## config.mk

```make
export PLATFORM = sky130hd
export DESIGN_NAME = mac_dma_pointer_status
export DESIGN_NICKNAME = d
export VERILOG_FILES = /design/src/mac_dma_status_pkg.sv /design/src/reg_view_if.sv /design/src/apb_status_slave.sv /design/src/pause_decider.sv /design/src/mac_dma_pointer_status.sv
export SDC_FILE = /design/constraint.sdc
export NUM_CORES = 1
export LEC_CHECK = 0
export ABC_AREA = 1
export BUFFER_PORTS_ARGS = -buffer_cell sky130_fd_sc_hd__buf_2
export CORE_MARGIN = 2
export CORE_UTILIZATION = 54
export DETAILED_ROUTE_END_ITERATION = 8
export GPL_ROUTABILITY_DRIVEN = 0
export PLACE_DENSITY = 0.95
export SLEW_MARGIN = 20
export SYNTH_ARGS = -nofsm -noshare
export SYNTH_HDL_FRONTEND = slang
export SYNTH_HIERARCHICAL = 1
export SYNTH_SLANG_ARGS = --single-unit
```

## constraint.sdc

```tcl
create_clock -name sys_clk_i -period 7 [get_ports sys_clk_i]
set_input_delay 0.35 -clock sys_clk_i [delete_from_list [all_inputs] [get_ports sys_clk_i]]
set_output_delay 0.35 -clock sys_clk_i [all_outputs]
set_load 0.03 [all_outputs]
```

## src/mac_dma_status_pkg.sv

```systemverilog
// constants, register map and decode helper for the dma pointer status block
// How it works
// receive write pointer register pair mirrors live receive dma address, read only
// soft reset or reload bit loads receive pointer from transmit lower boundary
// transmit read pointer register pair mirrors live transmit dma address, read only
// soft reset or reload bit loads transmit pointer from transmit lower boundary
// pointers move in 32-byte granules, so five low bits read zero
// 8 KB buffer keeps upper three bits of each high byte zero
// each 16-bit value is a low byte register and a high byte register
// free block count reports unused packet buffers in the receive region
// free count below buffer size threshold triggers automatic pause frame
// software may read free count and request pause via config four bit 6
// software sizes receive region one buffer larger than largest packet
// cpu writes to these registers change nothing
`default_nettype none
package mac_dma_status_pkg;
  // apb geometry
  localparam int APB_AW = 12;
  localparam int APB_DW = 32;
  // packet buffer granule and buffer memory size
  localparam int GRANULE_SHIFT = 5;
  localparam int BLK_W         = 8;
  localparam int CNT_W         = 9;
  localparam int NUM_REGS      = 6;
  // register indices as printed; byte address is four times the index
  localparam logic [7:0] IDX_RX_PTR_LOW   = 8'h51;
  localparam logic [7:0] IDX_RX_PTR_HIGH  = 8'h52;
  localparam logic [7:0] IDX_TX_PTR_LOW   = 8'h53;
  localparam logic [7:0] IDX_TX_PTR_HIGH  = 8'h54;
  localparam logic [7:0] IDX_FREE_LOW     = 8'h55;
  localparam logic [7:0] IDX_FREE_HIGH    = 8'h56;
  localparam logic [7:0] REG_IDX [NUM_REGS] = '{IDX_RX_PTR_LOW, IDX_RX_PTR_HIGH, IDX_TX_PTR_LOW,
                                                IDX_TX_PTR_HIGH, IDX_FREE_LOW, IDX_FREE_HIGH};
  // values after reset
  localparam logic [BLK_W-1:0]  RST_BLK  = 8'h00;
  localparam logic [CNT_W-1:0]  RST_FREE = 9'h000;
  localparam logic [APB_DW-1:0] RST_DATA = 32'h0000_0000;

  // returns {hit, slot}; slot is the position in the byte view
  function automatic logic [3:0] reg_decode(input logic [APB_AW-1:0] addr);
    logic [3:0] res;
    res = 4'h0;
    for (int i = 0; i < NUM_REGS; i++) begin
      if (addr == {2'b00, REG_IDX[i], 2'b00}) begin
        res = {1'b1, 3'(i)};
      end
    end
    return res;
  endfunction
endpackage
`default_nettype wire

```

## src/reg_view_if.sv

```systemverilog
// byte view of the status registers handed from the core to the bus slave
`default_nettype none
interface reg_view_if;
  import mac_dma_status_pkg::*;
  logic [NUM_REGS-1:0][7:0] bytes;
  modport src  (output bytes);
  modport sink (input  bytes);
endinterface
`default_nettype wire

```

## src/apb_status_slave.sv

```systemverilog
// apb slave answering reads from the byte view with one wait state
`default_nettype none
module apb_status_slave
  import mac_dma_status_pkg::*;
(
  // clock and reset
  input  wire logic              sys_clk_i,
  input  wire logic              rst_n_i,
  // apb
  input  wire logic              psel_i,
  input  wire logic              penable_i,
  input  wire logic              pwrite_i,
  input  wire logic [APB_AW-1:0] paddr_i,
  output logic      [APB_DW-1:0] prdata_o,
  output logic                   pready_o,
  output logic                   pslverr_o,
  // register contents
  reg_view_if.sink               view
);
  typedef struct packed {
    logic [APB_DW-1:0] rdata;
    logic              ready;
    logic              err;
  } slave_state_s;

  slave_state_s st;
  slave_state_s next_st;
  logic [3:0]   dec;

  // access phase answered one cycle later; writes are accepted and dropped
  always_comb begin
    dec     = reg_decode(paddr_i);
    next_st = st;
    next_st.ready = 1'b0;
    if (psel_i && penable_i && !st.ready) begin
      next_st.ready = 1'b1;
      next_st.err   = !dec[3];
      next_st.rdata = RST_DATA;
      if (dec[3] && !pwrite_i) begin
        next_st.rdata = {24'h000000, view.bytes[dec[2:0]]};
      end
    end
  end

  always_ff @(posedge sys_clk_i or negedge rst_n_i) begin
    if (!rst_n_i) begin
      st <= '{rdata: RST_DATA, ready: 1'b0, err: 1'b0};
    end else begin
      st <= next_st;
    end
  end

  assign prdata_o  = st.rdata;
  assign pready_o  = st.ready;
  assign pslverr_o = st.err;
endmodule
`default_nettype wire

```

## src/pause_decider.sv

```systemverilog
// compares free receive blocks with the threshold and raises pause requests
`default_nettype none
module pause_decider
  import mac_dma_status_pkg::*;
(
  // clock and reset
  input  wire logic             sys_clk_i,
  input  wire logic             rst_n_i,
  // inputs
  input  wire logic [CNT_W-1:0] free_blocks_i,
  input  wire logic [BLK_W-1:0] block_level_i,
  input  wire logic             sw_pause_req_i,
  // outputs
  output logic                  pause_needed_o,
  output logic                  pause_send_o
);
  typedef struct packed {
    logic need;
    logic send;
    logic sw_q;
  } pause_state_s;

  pause_state_s st;
  pause_state_s next_st;

  // one send pulse per crossing so a long shortage does not flood the link
  always_comb begin
    next_st      = st;
    next_st.need = free_blocks_i < {1'b0, block_level_i};
    next_st.sw_q = sw_pause_req_i;
    next_st.send = (next_st.need && !st.need) || (sw_pause_req_i && !st.sw_q);
  end

  always_ff @(posedge sys_clk_i or negedge rst_n_i) begin
    if (!rst_n_i) begin
      st <= '{need: 1'b0, send: 1'b0, sw_q: 1'b0};
    end else begin
      st <= next_st;
    end
  end

  assign pause_needed_o = st.need;
  assign pause_send_o   = st.send;
endmodule
`default_nettype wire

```

## src/mac_dma_pointer_status.sv

```systemverilog
// dma pointer tracking, free block count and status register view
`default_nettype none
module mac_dma_pointer_status
  import mac_dma_status_pkg::*;
(
  // clock and reset
  input  wire logic              sys_clk_i,
  input  wire logic              rst_n_i,
  // apb register bus
  input  wire logic              psel_i,
  input  wire logic              penable_i,
  input  wire logic              pwrite_i,
  input  wire logic [APB_AW-1:0] paddr_i,
  input  wire logic [APB_DW-1:0] pwdata_i,
  output logic      [APB_DW-1:0] prdata_o,
  output logic                   pready_o,
  output logic                   pslverr_o,
  // reset control bits, boundaries and the rx read pointer
  input  wire logic              soft_reset_bit_i,
  input  wire logic              rx_pointer_reload_bit_i,
  input  wire logic [15:0]       tx_lower_boundary_ptr_i,
  input  wire logic [15:0]       rx_lower_boundary_ptr_i,
  input  wire logic [15:0]       rx_upper_boundary_ptr_i,
  input  wire logic [15:0]       rx_read_ptr_i,
  // dma progress events
  input  wire logic              rx_block_written_i,
  input  wire logic              tx_block_read_i,
  // pause control
  input  wire logic [BLK_W-1:0]  block_level_i,
  input  wire logic              sw_pause_req_i,
  output logic                   pause_needed_o,
  output logic                   pause_send_o,
  // live pointers for the dma engines
  output logic      [15:0]       rx_write_ptr_o,
  output logic      [15:0]       tx_read_ptr_o
);
  typedef struct packed {
    logic [BLK_W-1:0] rx_blk;
    logic [BLK_W-1:0] tx_blk;
    logic [CNT_W-1:0] free;
  } dma_state_s;

  dma_state_s st;
  dma_state_s next_st;

  reg_view_if view ();

  logic             reload;
  logic [BLK_W-1:0] tlb_blk;
  logic [BLK_W-1:0] rlb_blk;
  logic [CNT_W-1:0] rub_end;
  logic [BLK_W-1:0] rrd_blk;
  logic [CNT_W-1:0] region;
  logic [CNT_W-1:0] rx_inc;
  logic [CNT_W-1:0] tx_inc;
  logic [15:0]      rx_addr;
  logic [15:0]      tx_addr;
  logic [15:0]      free16;
  logic [3:0]       bus_dec;

  // pointers kept as granule indices: low five and top three bits stay zero
  assign tlb_blk = tx_lower_boundary_ptr_i[GRANULE_SHIFT +: BLK_W];
  assign rlb_blk = rx_lower_boundary_ptr_i[GRANULE_SHIFT +: BLK_W];
  assign rub_end = rx_upper_boundary_ptr_i[GRANULE_SHIFT +: CNT_W]; // keeps bit 13 for an end at the top
  assign rrd_blk = rx_read_ptr_i[GRANULE_SHIFT +: BLK_W];
  assign reload  = soft_reset_bit_i | rx_pointer_reload_bit_i;
  // same decode as the slave, used by the bus checks below
  assign bus_dec = reg_decode(paddr_i);

  // byte addresses rebuilt from the indices
  assign rx_addr = {3'b000, st.rx_blk, 5'b00000};
  assign tx_addr = {3'b000, st.tx_blk, 5'b00000};
  assign free16  = {7'b0000000, st.free};

  // wrap arithmetic done one bit wider so the top granule does not alias
  assign region = rub_end - {1'b0, rlb_blk};
  assign rx_inc = {1'b0, st.rx_blk} + 9'h001;
  assign tx_inc = {1'b0, st.tx_blk} + 9'h001;

  // pointer motion and free count
  always_comb begin
    next_st = st;
    if (reload) begin
      next_st.rx_blk = tlb_blk;
      next_st.tx_blk = tlb_blk;
    end else begin
      if (rx_block_written_i) begin
        next_st.rx_blk = (rx_inc == rub_end) ? rlb_blk : rx_inc[BLK_W-1:0];
      end
      if (tx_block_read_i) begin
        next_st.tx_blk = (tx_inc == {1'b0, rlb_blk}) ? tlb_blk : tx_inc[BLK_W-1:0];
      end
    end
    // equal pointers mean the region is empty; correct only while R11 holds
    if (rrd_blk > st.rx_blk) begin
      next_st.free = {1'b0, rrd_blk} - {1'b0, st.rx_blk};
    end else begin
      next_st.free = region - ({1'b0, st.rx_blk} - {1'b0, rrd_blk});
    end
  end

  // bus writes are never looked at by the state update
  always_ff @(posedge sys_clk_i or negedge rst_n_i) begin
    if (!rst_n_i) begin
      st <= '{rx_blk: RST_BLK, tx_blk: RST_BLK, free: RST_FREE};
    end else begin
      st <= next_st;
    end
  end

  // byte view in register order, low byte then high byte
  assign view.bytes[0] = rx_addr[7:0];
  assign view.bytes[1] = rx_addr[15:8];
  assign view.bytes[2] = tx_addr[7:0];
  assign view.bytes[3] = tx_addr[15:8];
  assign view.bytes[4] = free16[7:0];
  assign view.bytes[5] = free16[15:8];

  // outputs straight from the pointer flops
  assign rx_write_ptr_o = rx_addr;
  assign tx_read_ptr_o  = tx_addr;

  // register bus slave
  apb_status_slave u_slave (
    .sys_clk_i (sys_clk_i),
    .rst_n_i   (rst_n_i),
    .psel_i    (psel_i),
    .penable_i (penable_i),
    .pwrite_i  (pwrite_i),
    .paddr_i   (paddr_i),
    .prdata_o  (prdata_o),
    .pready_o  (pready_o),
    .pslverr_o (pslverr_o),
    .view      (view.sink)
  );

  // automatic and software pause decisions
  pause_decider u_pause (
    .sys_clk_i      (sys_clk_i),
    .rst_n_i        (rst_n_i),
    .free_blocks_i  (st.free),
    .block_level_i  (block_level_i),
    .sw_pause_req_i (sw_pause_req_i),
    .pause_needed_o (pause_needed_o),
    .pause_send_o   (pause_send_o)
  );

  // write data is deliberately unused: every register here is read only
  logic unused_wdata;
  assign unused_wdata = ^pwdata_i;

  // reload lands on both pointers one cycle later
  property p_rx_reload;
    @(posedge sys_clk_i) disable iff (!rst_n_i)
    reload |=> rx_write_ptr_o == {3'b000, $past(tx_lower_boundary_ptr_i[12:5]), 5'b00000};
  endproperty
  a_rx_reload: assert property (p_rx_reload) else $error("rx pointer not reloaded");

  property p_tx_reload;
    @(posedge sys_clk_i) disable iff (!rst_n_i)
    reload |=> tx_read_ptr_o == {3'b000, $past(tx_lower_boundary_ptr_i[12:5]), 5'b00000};
  endproperty
  a_tx_reload: assert property (p_tx_reload) else $error("tx pointer not reloaded");

  property p_granule;
    @(posedge sys_clk_i) disable iff (!rst_n_i)
    rx_write_ptr_o[4:0] == 5'h00 && tx_read_ptr_o[4:0] == 5'h00;
  endproperty
  a_granule: assert property (p_granule) else $error("pointer low bits not zero");

  property p_top_bits;
    @(posedge sys_clk_i) disable iff (!rst_n_i)
    view.bytes[1][7:5] == 3'h0 && view.bytes[3][7:5] == 3'h0;
  endproperty
  a_top_bits: assert property (p_top_bits) else $error("pointer high byte above 1f");

  property p_rx_advance;
    @(posedge sys_clk_i) disable iff (!rst_n_i)
    rx_block_written_i && !reload && rx_inc != rub_end
      |=> rx_write_ptr_o == $past(rx_write_ptr_o) + 16'h0020;
  endproperty
  a_rx_advance: assert property (p_rx_advance) else $error("rx pointer did not advance");

  property p_tx_advance;
    @(posedge sys_clk_i) disable iff (!rst_n_i)
    tx_block_read_i && !reload && tx_inc != {1'b0, rlb_blk}
      |=> tx_read_ptr_o == $past(tx_read_ptr_o) + 16'h0020;
  endproperty
  a_tx_advance: assert property (p_tx_advance) else $error("tx pointer did not advance");

  property p_read_data;
    @(posedge sys_clk_i) disable iff (!rst_n_i)
    psel_i && penable_i && !pready_o && !pwrite_i && paddr_i == {2'b00, IDX_RX_PTR_LOW, 2'b00}
      && !reload && !rx_block_written_i
      |=> pready_o && prdata_o == {24'h000000, rx_write_ptr_o[7:0]};
  endproperty
  a_read_data: assert property (p_read_data) else $error("low byte read wrong");

  property p_free_count;
    @(posedge sys_clk_i) disable iff (!rst_n_i)
    ##1 (rrd_blk == st.rx_blk) && $stable(rrd_blk) && $stable(st.rx_blk) && $stable(region)
      |=> free16 == {7'b0000000, $past(region)};
  endproperty
  a_free_count: assert property (p_free_count) else $error("free count wrong when empty");

  property p_pause;
    @(posedge sys_clk_i) disable iff (!rst_n_i)
    st.free < {1'b0, block_level_i} |=> pause_needed_o;
  endproperty
  a_pause: assert property (p_pause) else $error("pause need not raised");

  property p_write_ignored;
    @(posedge sys_clk_i) disable iff (!rst_n_i)
    psel_i && penable_i && pwrite_i && !reload && !rx_block_written_i && !tx_block_read_i
      |=> $stable(rx_write_ptr_o) && $stable(tx_read_ptr_o);
  endproperty
  a_write_ignored: assert property (p_write_ignored) else $error("write changed a pointer");

  // wrap points: rx returns to its lower boundary, tx to the tx lower boundary
  property p_rx_wrap;
    @(posedge sys_clk_i) disable iff (!rst_n_i)
    rx_block_written_i && !reload && rx_inc == rub_end
      |=> rx_write_ptr_o == {3'b000, $past(rlb_blk), 5'b00000};
  endproperty
  a_rx_wrap: assert property (p_rx_wrap) else $error("rx pointer did not wrap");

  property p_tx_wrap;
    @(posedge sys_clk_i) disable iff (!rst_n_i)
    tx_block_read_i && !reload && tx_inc == {1'b0, rlb_blk}
      |=> tx_read_ptr_o == {3'b000, $past(tlb_blk), 5'b00000};
  endproperty
  a_tx_wrap: assert property (p_tx_wrap) else $error("tx pointer did not wrap");

  // without an event the pointers stand still
  property p_rx_hold;
    @(posedge sys_clk_i) disable iff (!rst_n_i)
    !reload && !rx_block_written_i |=> $stable(rx_write_ptr_o);
  endproperty
  a_rx_hold: assert property (p_rx_hold) else $error("rx pointer moved without event");

  property p_tx_hold;
    @(posedge sys_clk_i) disable iff (!rst_n_i)
    !reload && !tx_block_read_i |=> $stable(tx_read_ptr_o);
  endproperty
  a_tx_hold: assert property (p_tx_hold) else $error("tx pointer moved without event");

  // bus answer: one wait state, a single-cycle ready, upper data bits zero
  property p_one_wait;
    @(posedge sys_clk_i) disable iff (!rst_n_i)
    psel_i && penable_i && !pready_o |=> pready_o;
  endproperty
  a_one_wait: assert property (p_one_wait) else $error("access not answered after one wait");

  property p_ready_pulse;
    @(posedge sys_clk_i) disable iff (!rst_n_i)
    pready_o |=> !pready_o;
  endproperty
  a_ready_pulse: assert property (p_ready_pulse) else $error("ready held longer than one cycle");

  property p_upper_zero;
    @(posedge sys_clk_i) disable iff (!rst_n_i)
    pready_o |-> prdata_o[31:8] == 24'h000000;
  endproperty
  a_upper_zero: assert property (p_upper_zero) else $error("read data upper bits not zero");

  // writes to mapped registers are answered without error; unmapped ones fail
  property p_write_ok;
    @(posedge sys_clk_i) disable iff (!rst_n_i)
    psel_i && penable_i && !pready_o && pwrite_i && bus_dec[3] |=> pready_o && !pslverr_o;
  endproperty
  a_write_ok: assert property (p_write_ok) else $error("write to mapped register refused");

  property p_unmapped;
    @(posedge sys_clk_i) disable iff (!rst_n_i)
    psel_i && penable_i && !pready_o && !bus_dec[3]
      |=> pready_o && pslverr_o && prdata_o == RST_DATA;
  endproperty
  a_unmapped: assert property (p_unmapped) else $error("unmapped access not flagged");

  // read data carries the byte as it stood at the edge the access was taken
  property p_free_read;
    @(posedge sys_clk_i) disable iff (!rst_n_i)
    psel_i && penable_i && !pready_o && !pwrite_i && paddr_i == {2'b00, IDX_FREE_LOW, 2'b00}
      |=> prdata_o == {24'h000000, $past(free16[7:0])};
  endproperty
  a_free_read: assert property (p_free_read) else $error("free count read wrong");

  property p_tx_high_read;
    @(posedge sys_clk_i) disable iff (!rst_n_i)
    psel_i && penable_i && !pready_o && !pwrite_i && paddr_i == {2'b00, IDX_TX_PTR_HIGH, 2'b00}
      |=> prdata_o == {24'h000000, $past(tx_read_ptr_o[15:8])};
  endproperty
  a_tx_high_read: assert property (p_tx_high_read) else $error("tx high byte read wrong");

  // a shortage starts one send; enough free blocks clear the need
  property p_send_on_need;
    @(posedge sys_clk_i) disable iff (!rst_n_i)
    $rose(pause_needed_o) |-> pause_send_o;
  endproperty
  a_send_on_need: assert property (p_send_on_need) else $error("no send when need rose");

  property p_need_clear;
    @(posedge sys_clk_i) disable iff (!rst_n_i)
    st.free >= {1'b0, block_level_i} |=> !pause_needed_o;
  endproperty
  a_need_clear: assert property (p_need_clear) else $error("pause need not cleared");
endmodule
`default_nettype wire

```

==> results.ini, run 1 <==
[logic_synthesis]
synthAdderAreaFrac=0.137
synthMuxAreaShare=0
synthSimpleGateAreaFrac=0.405
synth_most_common_cell=nand2_1
synth_edf_count=0
synth_compound_area_frac=0.0537
synth_area_leaders=dfrtp_1 (20%), nand2_1 (16%), inv_1 (9.6%)
synth_cell_types=42
yosys_most_used_dff=dfrtp_1
synth_area_leader_cell=dfrtp_1
synthTopCellsByCount=nand2_1 (206), inv_1 (124), nand3_1 (65)
seq_area_frac_synth=0.196
synth_cells=726
synth-xor-area-share=0.0286
synth_top_family_by_area=simple AND/OR/NAND/NOR gates
async_flop_share=1.00
syn_area_um2=4850
ys_warn_count=6
avgSynthCellArea_um2=6.68
synth_top_area_frac=0.196
synth_seq_cells=38

[power]
total_power_w=0.00105
p_leak_nw=3.20
intPower_w=0.000575
pwr-share-comb=0.525
p_seq_frac=0.290
ir_drop_v=0.000108
power.density_nw_per_um2=195
switching_share=0.455
p_clk_frac=0.185
switching_power_w=0.000479

[timing]
fin_crit_sh=0.479
period_needed_ns=3.36
grt_setup_unrepaired=no
clock.fmax_mhz=298
slew_viol_final=0
relSlewSlack=0.409
skew_ns=0.0154
finalHoldViolCount=0
final.setup.tns_ns=0
worst_pin_slew_ns=0.887
setup_violations=0

[worst_setup_path]
cp.arrival_ns=3.51
crit_type=reg2reg
start_kind=flip-flop
slowest_delay_ns=0.56
rrSetupSlack_ns=3.64
crit_required_ns=7.16
cp.buffers_inverters=3
critPathMaxFanout=8
crit_slowest_cell=dfrtp_1
cp_top_family=adder cells
cp_cell_sequence=inv_1, fa_1, inv_1, fa_1, inv_1, ha_1, fa_1, nand3_1, nand2_1, a21oi_1, nor2_1, nor2_1, xor2_1, o21ai_0
end_kind=flip-flop

[placement]
dp_cells=933
place_area_um2=5290
port_buffers=90
dp_hpwl_mm=9.57

[grt]
track_usage=0.246
grt_antenna_before_repair=0
grt_pass1_wl_mm=19.8
grt_max_degree=39
grt_overflow=0
grt_pass1_vias=4445

[cts]
htree_levels=2
cts_post_setup_buffers_inserted=0
postCtsHoldBufs=0
cts_tree=done
numCtsBuffers=5
clkLatencyLatePin_ns=0.30
cts_root_buf=clkbuf_8
numClockSinks=38
cts_resized=0
clkSlewWorstSetupHoldPaths_ns=0.09
clk_path_buf_depth=2

[drt]
antenna_left=0
drtIter0Drc=336
vias_per_cell=5.23
drc=0
detailroute.via_count=4917
drtPass1Iterations=5
finalWirelength_mm=12.1
wl_per_cell_um=12.9

[die]
core_um2=8720
core.rowCount=34
initial_core_util=0.556
fp.dieW_um=98.8
dieArea_um2=9750
ios=194
fp.dieH_um=98.8

[job]
maxCapViolCount=0

[final_layout]
design_area_um2=5410
nets=1001
area_growth_pct=11.5
stdcell_count=940
utilization=0.620
antennaDiodeCount=0
layout-drive-gt1-share=0.183

[worst_hold_path]
holdCritPathClass=in2async

[outcome]
status=complete, no violations

-- layout make-up --
class | count | area (um^2)
fillers | 799 | 3320
multi-input cells | 567 | 3270
flip-flops and latches | 38 | 951
inverters | 130 | 490
repair buffers | 90 | 450
well taps | 108 | 135
clock buffers | 6 | 82.6
clock inverters | 1 | 30.0
-- cells in the final DEF (no fill, tap or decap), types with 7 or more instances in the layout --
cell / instances
ha_1: 26
a21oi_1: 16
nand2_2: 12
xor2_1: 10
nand3_1: 65
nor2_4: 7
buf_2: 90
conb_1: 63
nor2_1: 44
nand2_1: 206
nand4_1: 35
o22ai_1: 9
inv_1: 124
o21ai_0: 10
fa_1: 17
dfrtp_1: 38
-- stage by stage --
step	setup slack, ns	hold slack [ns]
after floorplan	3.88	0.0544
after global placement	3.84	0.460
after detailed placement	3.75	0.465
after CTS	3.71	0.176
after global routing	3.53	0.178
final	3.64	0.168
-- cell families (layout without fill, tap and decap cells) --
family,count (synthesis),after routing
XOR/XNOR,15,15
AND/OR/NAND/NOR,401,401
adder cells (fa/ha/maj),43,43
buffers and inverters,182,227
other,2,63
flip-flops,38,38
AO/OA/AOI/OAI,45,45
-- flip-flops by register name (all words and copies together), names as in the netlist --
signal / count
u_slave/prdata_o: 8
u_pause/pause_needed_o: 1
u_slave/pready_o: 1
u_slave/pslverr_o: 1
rx_write_ptr_o: 8
free16: 9
u_pause/st: 1
u_pause/pause_send_o: 1
tx_read_ptr_o: 8
-- final timing paths --
path,start,to,cells past startpoint
hold reg to reg,u_pause/st[0],u_pause/pause_send_o,3
max in group asynchronous,rst_n_i,tx_read_ptr_o[12],1
setup reg to reg,rx_write_ptr_o[5],free16[6],14
setup / recovery,rx_write_ptr_o[5],free16[6],14
hold / removal,rst_n_i,free16[5],1
min in group sys_clk_i,sw_pause_req_i,u_pause/st[0],1
-- worst reg2reg max path: stages, from the launching register on --
cell     delay, ns
dfrtp_1       0.56
inv_1         0.16
fa_1          0.51
inv_1         0.05
fa_1          0.47
inv_1         0.04
ha_1          0.21
fa_1          0.42
nand3_1       0.10
nand2_1       0.11
a21oi_1       0.14
nor2_1        0.05
nor2_1        0.11
xor2_1        0.15
o21ai_0       0.13
-- power by group through the flow --
stage	combinational, W	sequential (W)	clock, W
final	0.000553	0.000305	0.000195
after global routing	0.000622	0.000309	0.000208
after CTS	0.000548	0.000304	0.000197
after detailed placement	0.000544	0.000308	0
after global placement	0.000520	0.000306	0
after floorplan	0.000406	0.000324	0
-- per-layer routing --
layer,GRT usage,part of all wire,routed length [um],vias up
met3,0.0348,0.090,1090,48
met4,0.0906,0.028,342,0
met1,0.324,0.40,4840,2209
met2,0.412,0.48,5850,265
met5,0,0,0,-
li1,-,-,-,2395
Power figures use the tool's default switching activity.
==> inputs of run 2 (changes only) <==
--- a/config.mk
+++ b/config.mk
@@ -8,10 +8,10 @@
 export ABC_AREA = 1
 export BUFFER_PORTS_ARGS = -buffer_cell sky130_fd_sc_hd__buf_2
 export CORE_MARGIN = 2
-export CORE_UTILIZATION = 54
+export CORE_UTILIZATION = 46
 export DETAILED_ROUTE_END_ITERATION = 8
 export GPL_ROUTABILITY_DRIVEN = 0
-export PLACE_DENSITY = 0.95
+export PLACE_DENSITY = 0.88
 export SLEW_MARGIN = 20
 export SYNTH_ARGS = -nofsm -noshare
 export SYNTH_HDL_FRONTEND = slang
==> constraint.sdc (replaced) <==
create_clock -name sys_clk_i -period 2.9 [get_ports sys_clk_i]
set_input_delay 0.145 -clock sys_clk_i [delete_from_list [all_inputs] [get_ports sys_clk_i]]
set_output_delay 0.145 -clock sys_clk_i [all_outputs]
set_load 0.03 [all_outputs]
==> results.ini, run 2 (synthesis results as in run 1) <==
[outcome]
status=complete, but fails checks
violations=negative hold slack

[grt]
grt_antenna_before_repair=0
grt_overflow=0
grt_pass1_wl_mm=21.2
use_met2=0.397
track_usage=0.229
grt_pass1_vias=4637
busiest_layer=met2
met3_usage=0.0292
met1_usage=0.301
grt_max_degree=39

[final_layout]
nets=1015
stdcell_count=982
area_growth_pct=14.5
largest_reg_flops=9
layout_commonest_cell=nand2_1
antennaDiodeCount=0
mostFrequentLayoutCells=nand2_1 (205), inv_1 (123), buf_2 (90)
layout-drive-gt1-share=0.203
utilization=0.540

[timing]
grt_setup_unrepaired=yes
period_needed_ns=2.84
worst_pin_slew_ns=0.942
clock.fmax_mhz=352
holdWs_ns=-0.0113
relSlewSlack=0.372
skew_ns=0.0162
finalHoldViolCount=3
slew_viol_final=0
setup_violations=0
fin_crit_sh=0.980

[drt]
drtIter0Drc=291
wl_per_cell_um=12.7
vias_per_cell=4.94
drtPass1Iterations=5
detailroute.via_count=4850
finalWirelength_mm=12.5
drc=0
antenna_left=0

[power]
power.density_nw_per_um2=453
p_leak_nw=3.25
ir_drop_v=0.000280

[die]
core_um2=10300
core.rowCount=37
ios=194
fp.dieH_um=107
dieArea_um2=11400
fp.dieW_um=107
initial_core_util=0.472

[worst_setup_path]
critPathMaxFanout=3
end_kind=flip-flop
rrSetupSlack_ns=0.06
crit_required_ns=3.09
cp.arrival_ns=3.03
start_kind=flip-flop
crit_type=reg2reg

[cts]
clk_path_buf_depth=2
htree_levels=2
cts_root_buf=clkbuf_8
numClockSinks=38
clkSlewWorstSetupHoldPaths_ns=0.08
clkLatencyLatePin_ns=0.29
cts_tree=done
numCtsBuffers=5

[worst_hold_path]
holdCritPathClass=in2async

[placement]
dp_hpwl_mm=10.0
dp_cells=973
port_buffers=90

[job]
maxCapViolCount=0

[run 2: cell type report]
cell class              count  area (um^2)
fillers                  1008         4730
multi-input cells         567         3290
flip-flops and latches     38          952
repair buffers            104          558
inverters                 130          490
well taps                 136          170
clock buffers               7         86.3
[run 2: worst max-delay path: stages (launching register included)]
cell	delay [ns]
dfrtp_2	0.37
inv_2	0.04
fa_1	0.47
inv_1	0.05
fa_1	0.47
inv_1	0.04
ha_2	0.18
fa_2	0.39
nand3_2	0.09
nand2_2	0.08
a21oi_2	0.12
nor2_1	0.05
nor2_1	0.14
xor2_1	0.17
o21ai_1	0.08
[run 2: metal layers]
layer	part of all wire	routed length (um)
met2	0.48	6000
met1	0.43	5330
met4	0.018	231
met3	0.075	935
met5	0	0
[run 2: what timing repair did]
item,CTS,global route
endpoints found under the setup margin,0,2
endpoints found under the hold margin,1,0
hold buffers,1,0
resized for setup,0,6
buffers inserted,0,1
[run 2: metrics by stage]
| stage | setup slack [ns] | cell area [um^2] | total power, W | TNS (ns) |
|---|---|---|---|---|
| finish | 0.0593 | 5550 | 0.00251 | 0 |
| global route | -0.0666 | 5550 | 0.00274 | -0.0798 |
| floorplan | 0.00233 | 5080 | 0.00176 | 0 |
| CTS | 0.0256 | 5520 | 0.00248 | 0 |
| detailed placement | 0.0541 | 5420 | 0.00209 | 0 |
| global placement | 0.0903 | 5420 | 0.00204 | 0 |
[run 2: where the power goes]
group          internal, W  switching, W  total [W]  leakage (nW)
logic             0.000523      0.000888    0.00141          2.74
clock network     0.000189      0.000189   0.000378        0.0443
registers         0.000629     0.0000951   0.000725         0.464
[run 2: final timing paths]
check / cells after the start / from / endpoint
max in group asynchronous: 1 / rst_n_i / rx_write_ptr_o[5]
max: 14 / rx_write_ptr_o[5] / free16[6]
min reg2reg: 2 / u_slave/prdata_o[4] / u_slave/prdata_o[4]
min in group sys_clk_i: 3 / penable_i / u_slave/pready_o
min: 1 / rst_n_i / free16[6]
max reg2reg: 14 / rx_write_ptr_o[5] / free16[6]
==> inputs of run 3 (changes only) <==
--- a/config.mk
+++ b/config.mk
@@ -5,13 +5,13 @@
 export SDC_FILE = /design/constraint.sdc
 export NUM_CORES = 1
 export LEC_CHECK = 0
-export ABC_AREA = 1
+export ABC_AREA = 0
 export BUFFER_PORTS_ARGS = -buffer_cell sky130_fd_sc_hd__buf_2
 export CORE_MARGIN = 2
-export CORE_UTILIZATION = 46
+export CORE_UTILIZATION = 45
 export DETAILED_ROUTE_END_ITERATION = 8
 export GPL_ROUTABILITY_DRIVEN = 0
-export PLACE_DENSITY = 0.88
+export PLACE_DENSITY = 0.86
 export SLEW_MARGIN = 20
 export SYNTH_ARGS = -nofsm -noshare
 export SYNTH_HDL_FRONTEND = slang
==> constraint.sdc (replaced) <==
create_clock -name sys_clk_i -period 2.9 [get_ports sys_clk_i]
set_input_delay 0.145 -clock sys_clk_i [delete_from_list [all_inputs] [get_ports sys_clk_i]]
set_output_delay 0.145 -clock sys_clk_i [all_outputs]
set_load 0.02 [all_outputs]
==> results.ini, run 3 <==
[outcome]
status=complete, but fails checks
violations=negative hold slack, negative setup slack

[cts]
numCtsBuffers=5
clkSlewWorstSetupHoldPaths_ns=0.08
clkLatencyLatePin_ns=0.30
clk_path_buf_depth=2
cts_root_buf=clkbuf_8
htree_levels=2
cts_tree=done
numClockSinks=38

[worst_setup_path]
start_kind=flip-flop
cp.arrival_ns=3.57
reg2reg_to=free16[8]
slowest_delay_ns=0.49
crit_slowest_cell=fa_1
crit_type=reg2reg
critPathMaxFanout=2
rr_worst_depth=14
rrSetupSlack_ns=-0.49
end_kind=flip-flop
crit_required_ns=3.09
cp_cell_sequence=inv_2, fa_1, inv_1, fa_1, inv_2, ha_4, fa_2, a21o_1, a21oi_2, nor2b_1, o21a_1, o41a_1, xnor2_1, mux2_4
r2r-start=rx_write_ptr_o[5]

[timing]
clock.fmax_mhz=295
skew_ns=0.0130
finalHoldViolCount=38
slew_viol_final=0
setup_ws_ns=-0.487
period_needed_ns=3.39
relSlewSlack=0.392
grt_setup_unrepaired=yes
fin_crit_sh=1.17
setup_violations=3
holdWs_ns=-0.0219
worst_pin_slew_ns=0.912

[grt]
use_met2=0.383
met3_usage=0.0363
busiest_layer=met2
grt_overflow=0
grt_antenna_before_repair=0
grt_pass1_wl_mm=20.9
grt_pass1_vias=4310
grt_max_degree=39
met1_usage=0.299
track_usage=0.228

[logic_synthesis]
seq_area_frac_synth=0.198
synth_cells=564
synth_most_common_cell=inv_1
synth_top_area_frac=0.198
synthSimpleGateAreaFrac=0.210
async_flop_share=1.00
ys_warn_count=6
synth_cell_types=73
syn_area_um2=4810
synth_top_family_by_area=compound AO/OA/AOI/OAI gates
synth_seq_cells=38
synth_edf_count=0
yosys_most_used_dff=dfrtp_1
synth_area_leader_cell=dfrtp_1
synth_compound_area_frac=0.230
synth_area_leaders=dfrtp_1 (20%), fa_1 (7.1%), ha_1 (6.8%)
avgSynthCellArea_um2=8.53
synthMuxAreaShare=0.0296
synthAdderAreaFrac=0.138
synthTopCellsByCount=inv_1 (58), buf_4 (42), dfrtp_1 (38), nand2_1 (38), ha_1 (26)
synth-xor-area-share=0.0528

[power]
power.density_nw_per_um2=478
p_clk_frac=0.179
switching_share=0.416
total_power_w=0.00269
switching_power_w=0.00112
p_seq_frac=0.271
ir_drop_v=0.000291
pwr-share-comb=0.550
p_leak_nw=2.76
intPower_w=0.00157

[drt]
drc=0
antenna_left=0
drtIter0Drc=343
detailroute.via_count=4578
vias_per_cell=5.54
drtPass1Iterations=5
wl_per_cell_um=15.8
finalWirelength_mm=13.1

[placement]
dp_hpwl_mm=10.2
port_buffers=90

[die]
dieArea_um2=11500
core.rowCount=37
fp.dieH_um=107
ios=194
core_um2=10400
fp.dieW_um=107
initial_core_util=0.464

[final_layout]
layout_commonest_cell=buf_2
area_growth_pct=16.8
layout-drive-gt1-share=0.256
mostFrequentLayoutCells=buf_2 (90), conb_1 (63), inv_1 (55)
utilization=0.542
antennaDiodeCount=0
largest_reg_flops=9
nets=860
fillers=967

[worst_hold_path]
holdCritPathClass=in2async

[job]
maxCapViolCount=0

[run 3: changes by cell type in the layout (fill, tap and decap cells not counted), moves of 21 or more]
cell	before	now
nand4_1	35	7
inv_1	123	55
nand2_1	205	38
nor2_1	44	23
nand3_1	64	18
[run 3: kinds of logic after synthesis]
logic type / Yosys count
flops: 38
simple gates: 172
fa+ha+maj: 43
xor+xnor: 29
buf+inv: 124
mux: 14
other cells: 2
compound gates: 142
[run 3: final cells by class]
class / instances / area [um^2] / area share
multi-input combinational: 463 / 3460 / 0.615
inverter: 59 / 221 / 0.0394
timing repair buffer: 124 / 708 / 0.126
clock buffer: 6 / 82.6 / 0.0147
tap: 136 / 170 / 0.0303
clock inverter: 1 / 30.0 / 0.00534
sequential: 38 / 952 / 0.169
[run 3: power groups by stage]
| stage | logic, W | clock network, W | registers (W) |
|---|---|---|---|
| 3_3_place_gp | 0.00137 | 0 | 0.000735 |
| 2_1_floorplan | 0.000991 | 0 | 0.000760 |
| 4_1_cts | 0.00145 | 0.000484 | 0.000731 |
| 3_5_place_dp | 0.00141 | 0 | 0.000742 |
| 5_1_grt | 0.00165 | 0.000499 | 0.000743 |
| 6_report | 0.00148 | 0.000480 | 0.000728 |
[run 3: routing by layer]
layer / wire [um] / vias to the layer above
li1: - / 2189
met1: 5440 / 2142
met2: 6110 / 211
met3: 1070 / 36
met4: 439 / 0
met5: 0 / -
[run 3: worst max-delay path by stage]
stage	start	endpoint	slack [ns]	depth (start not counted)
floorplan	rx_write_ptr_o[5]	free16[8]	-0.52	14
global placement	rx_write_ptr_o[5]	free16[8]	-0.39	14
detailed placement	rx_lower_boundary_ptr_i[5]	free16[8]	-0.49	15
CTS	rx_write_ptr_o[5]	free16[8]	-0.50	14
global route	rx_write_ptr_o[5]	free16[8]	-0.57	14
finish	rx_write_ptr_o[5]	free16[8]	-0.49	14
[run 3: critical path, delay by kind of cell (launching register included)]
kind,cells,cell delay [ns]
mux,1,0.26
buf+inv,3,0.14
flops,1,0.37
simple gates,1,0.07
fa+ha+maj,4,1.48
xor+xnor,1,0.13
compound gates,4,0.82
[run 3: timing repair]
item,CTS,global route
setup buffers,1,2
cloned,0,0
hold buffers,1,0
pin swaps,4,5
setup endpoints to repair,3,5
resized for setup,3,5
endpoints found under the hold margin,1,0
[run 3: through the flow]
step / worst slack, ns / instances / hold slack (ns) / TNS (ns) / area [um^2]
floorplan: -0.524 / 625 / -0.151 / -0.703 / 5050
global placement: -0.392 / 818 / 0.267 / -0.576 / 5460
finish: -0.487 / 827 / -0.0219 / -0.818 / 5620
detailed placement: -0.490 / 818 / 0.267 / -0.779 / 5460
global route: -0.575 / 827 / 0.0710 / -1.17 / 5620
CTS: -0.496 / 827 / 0.0132 / -0.823 / 5600
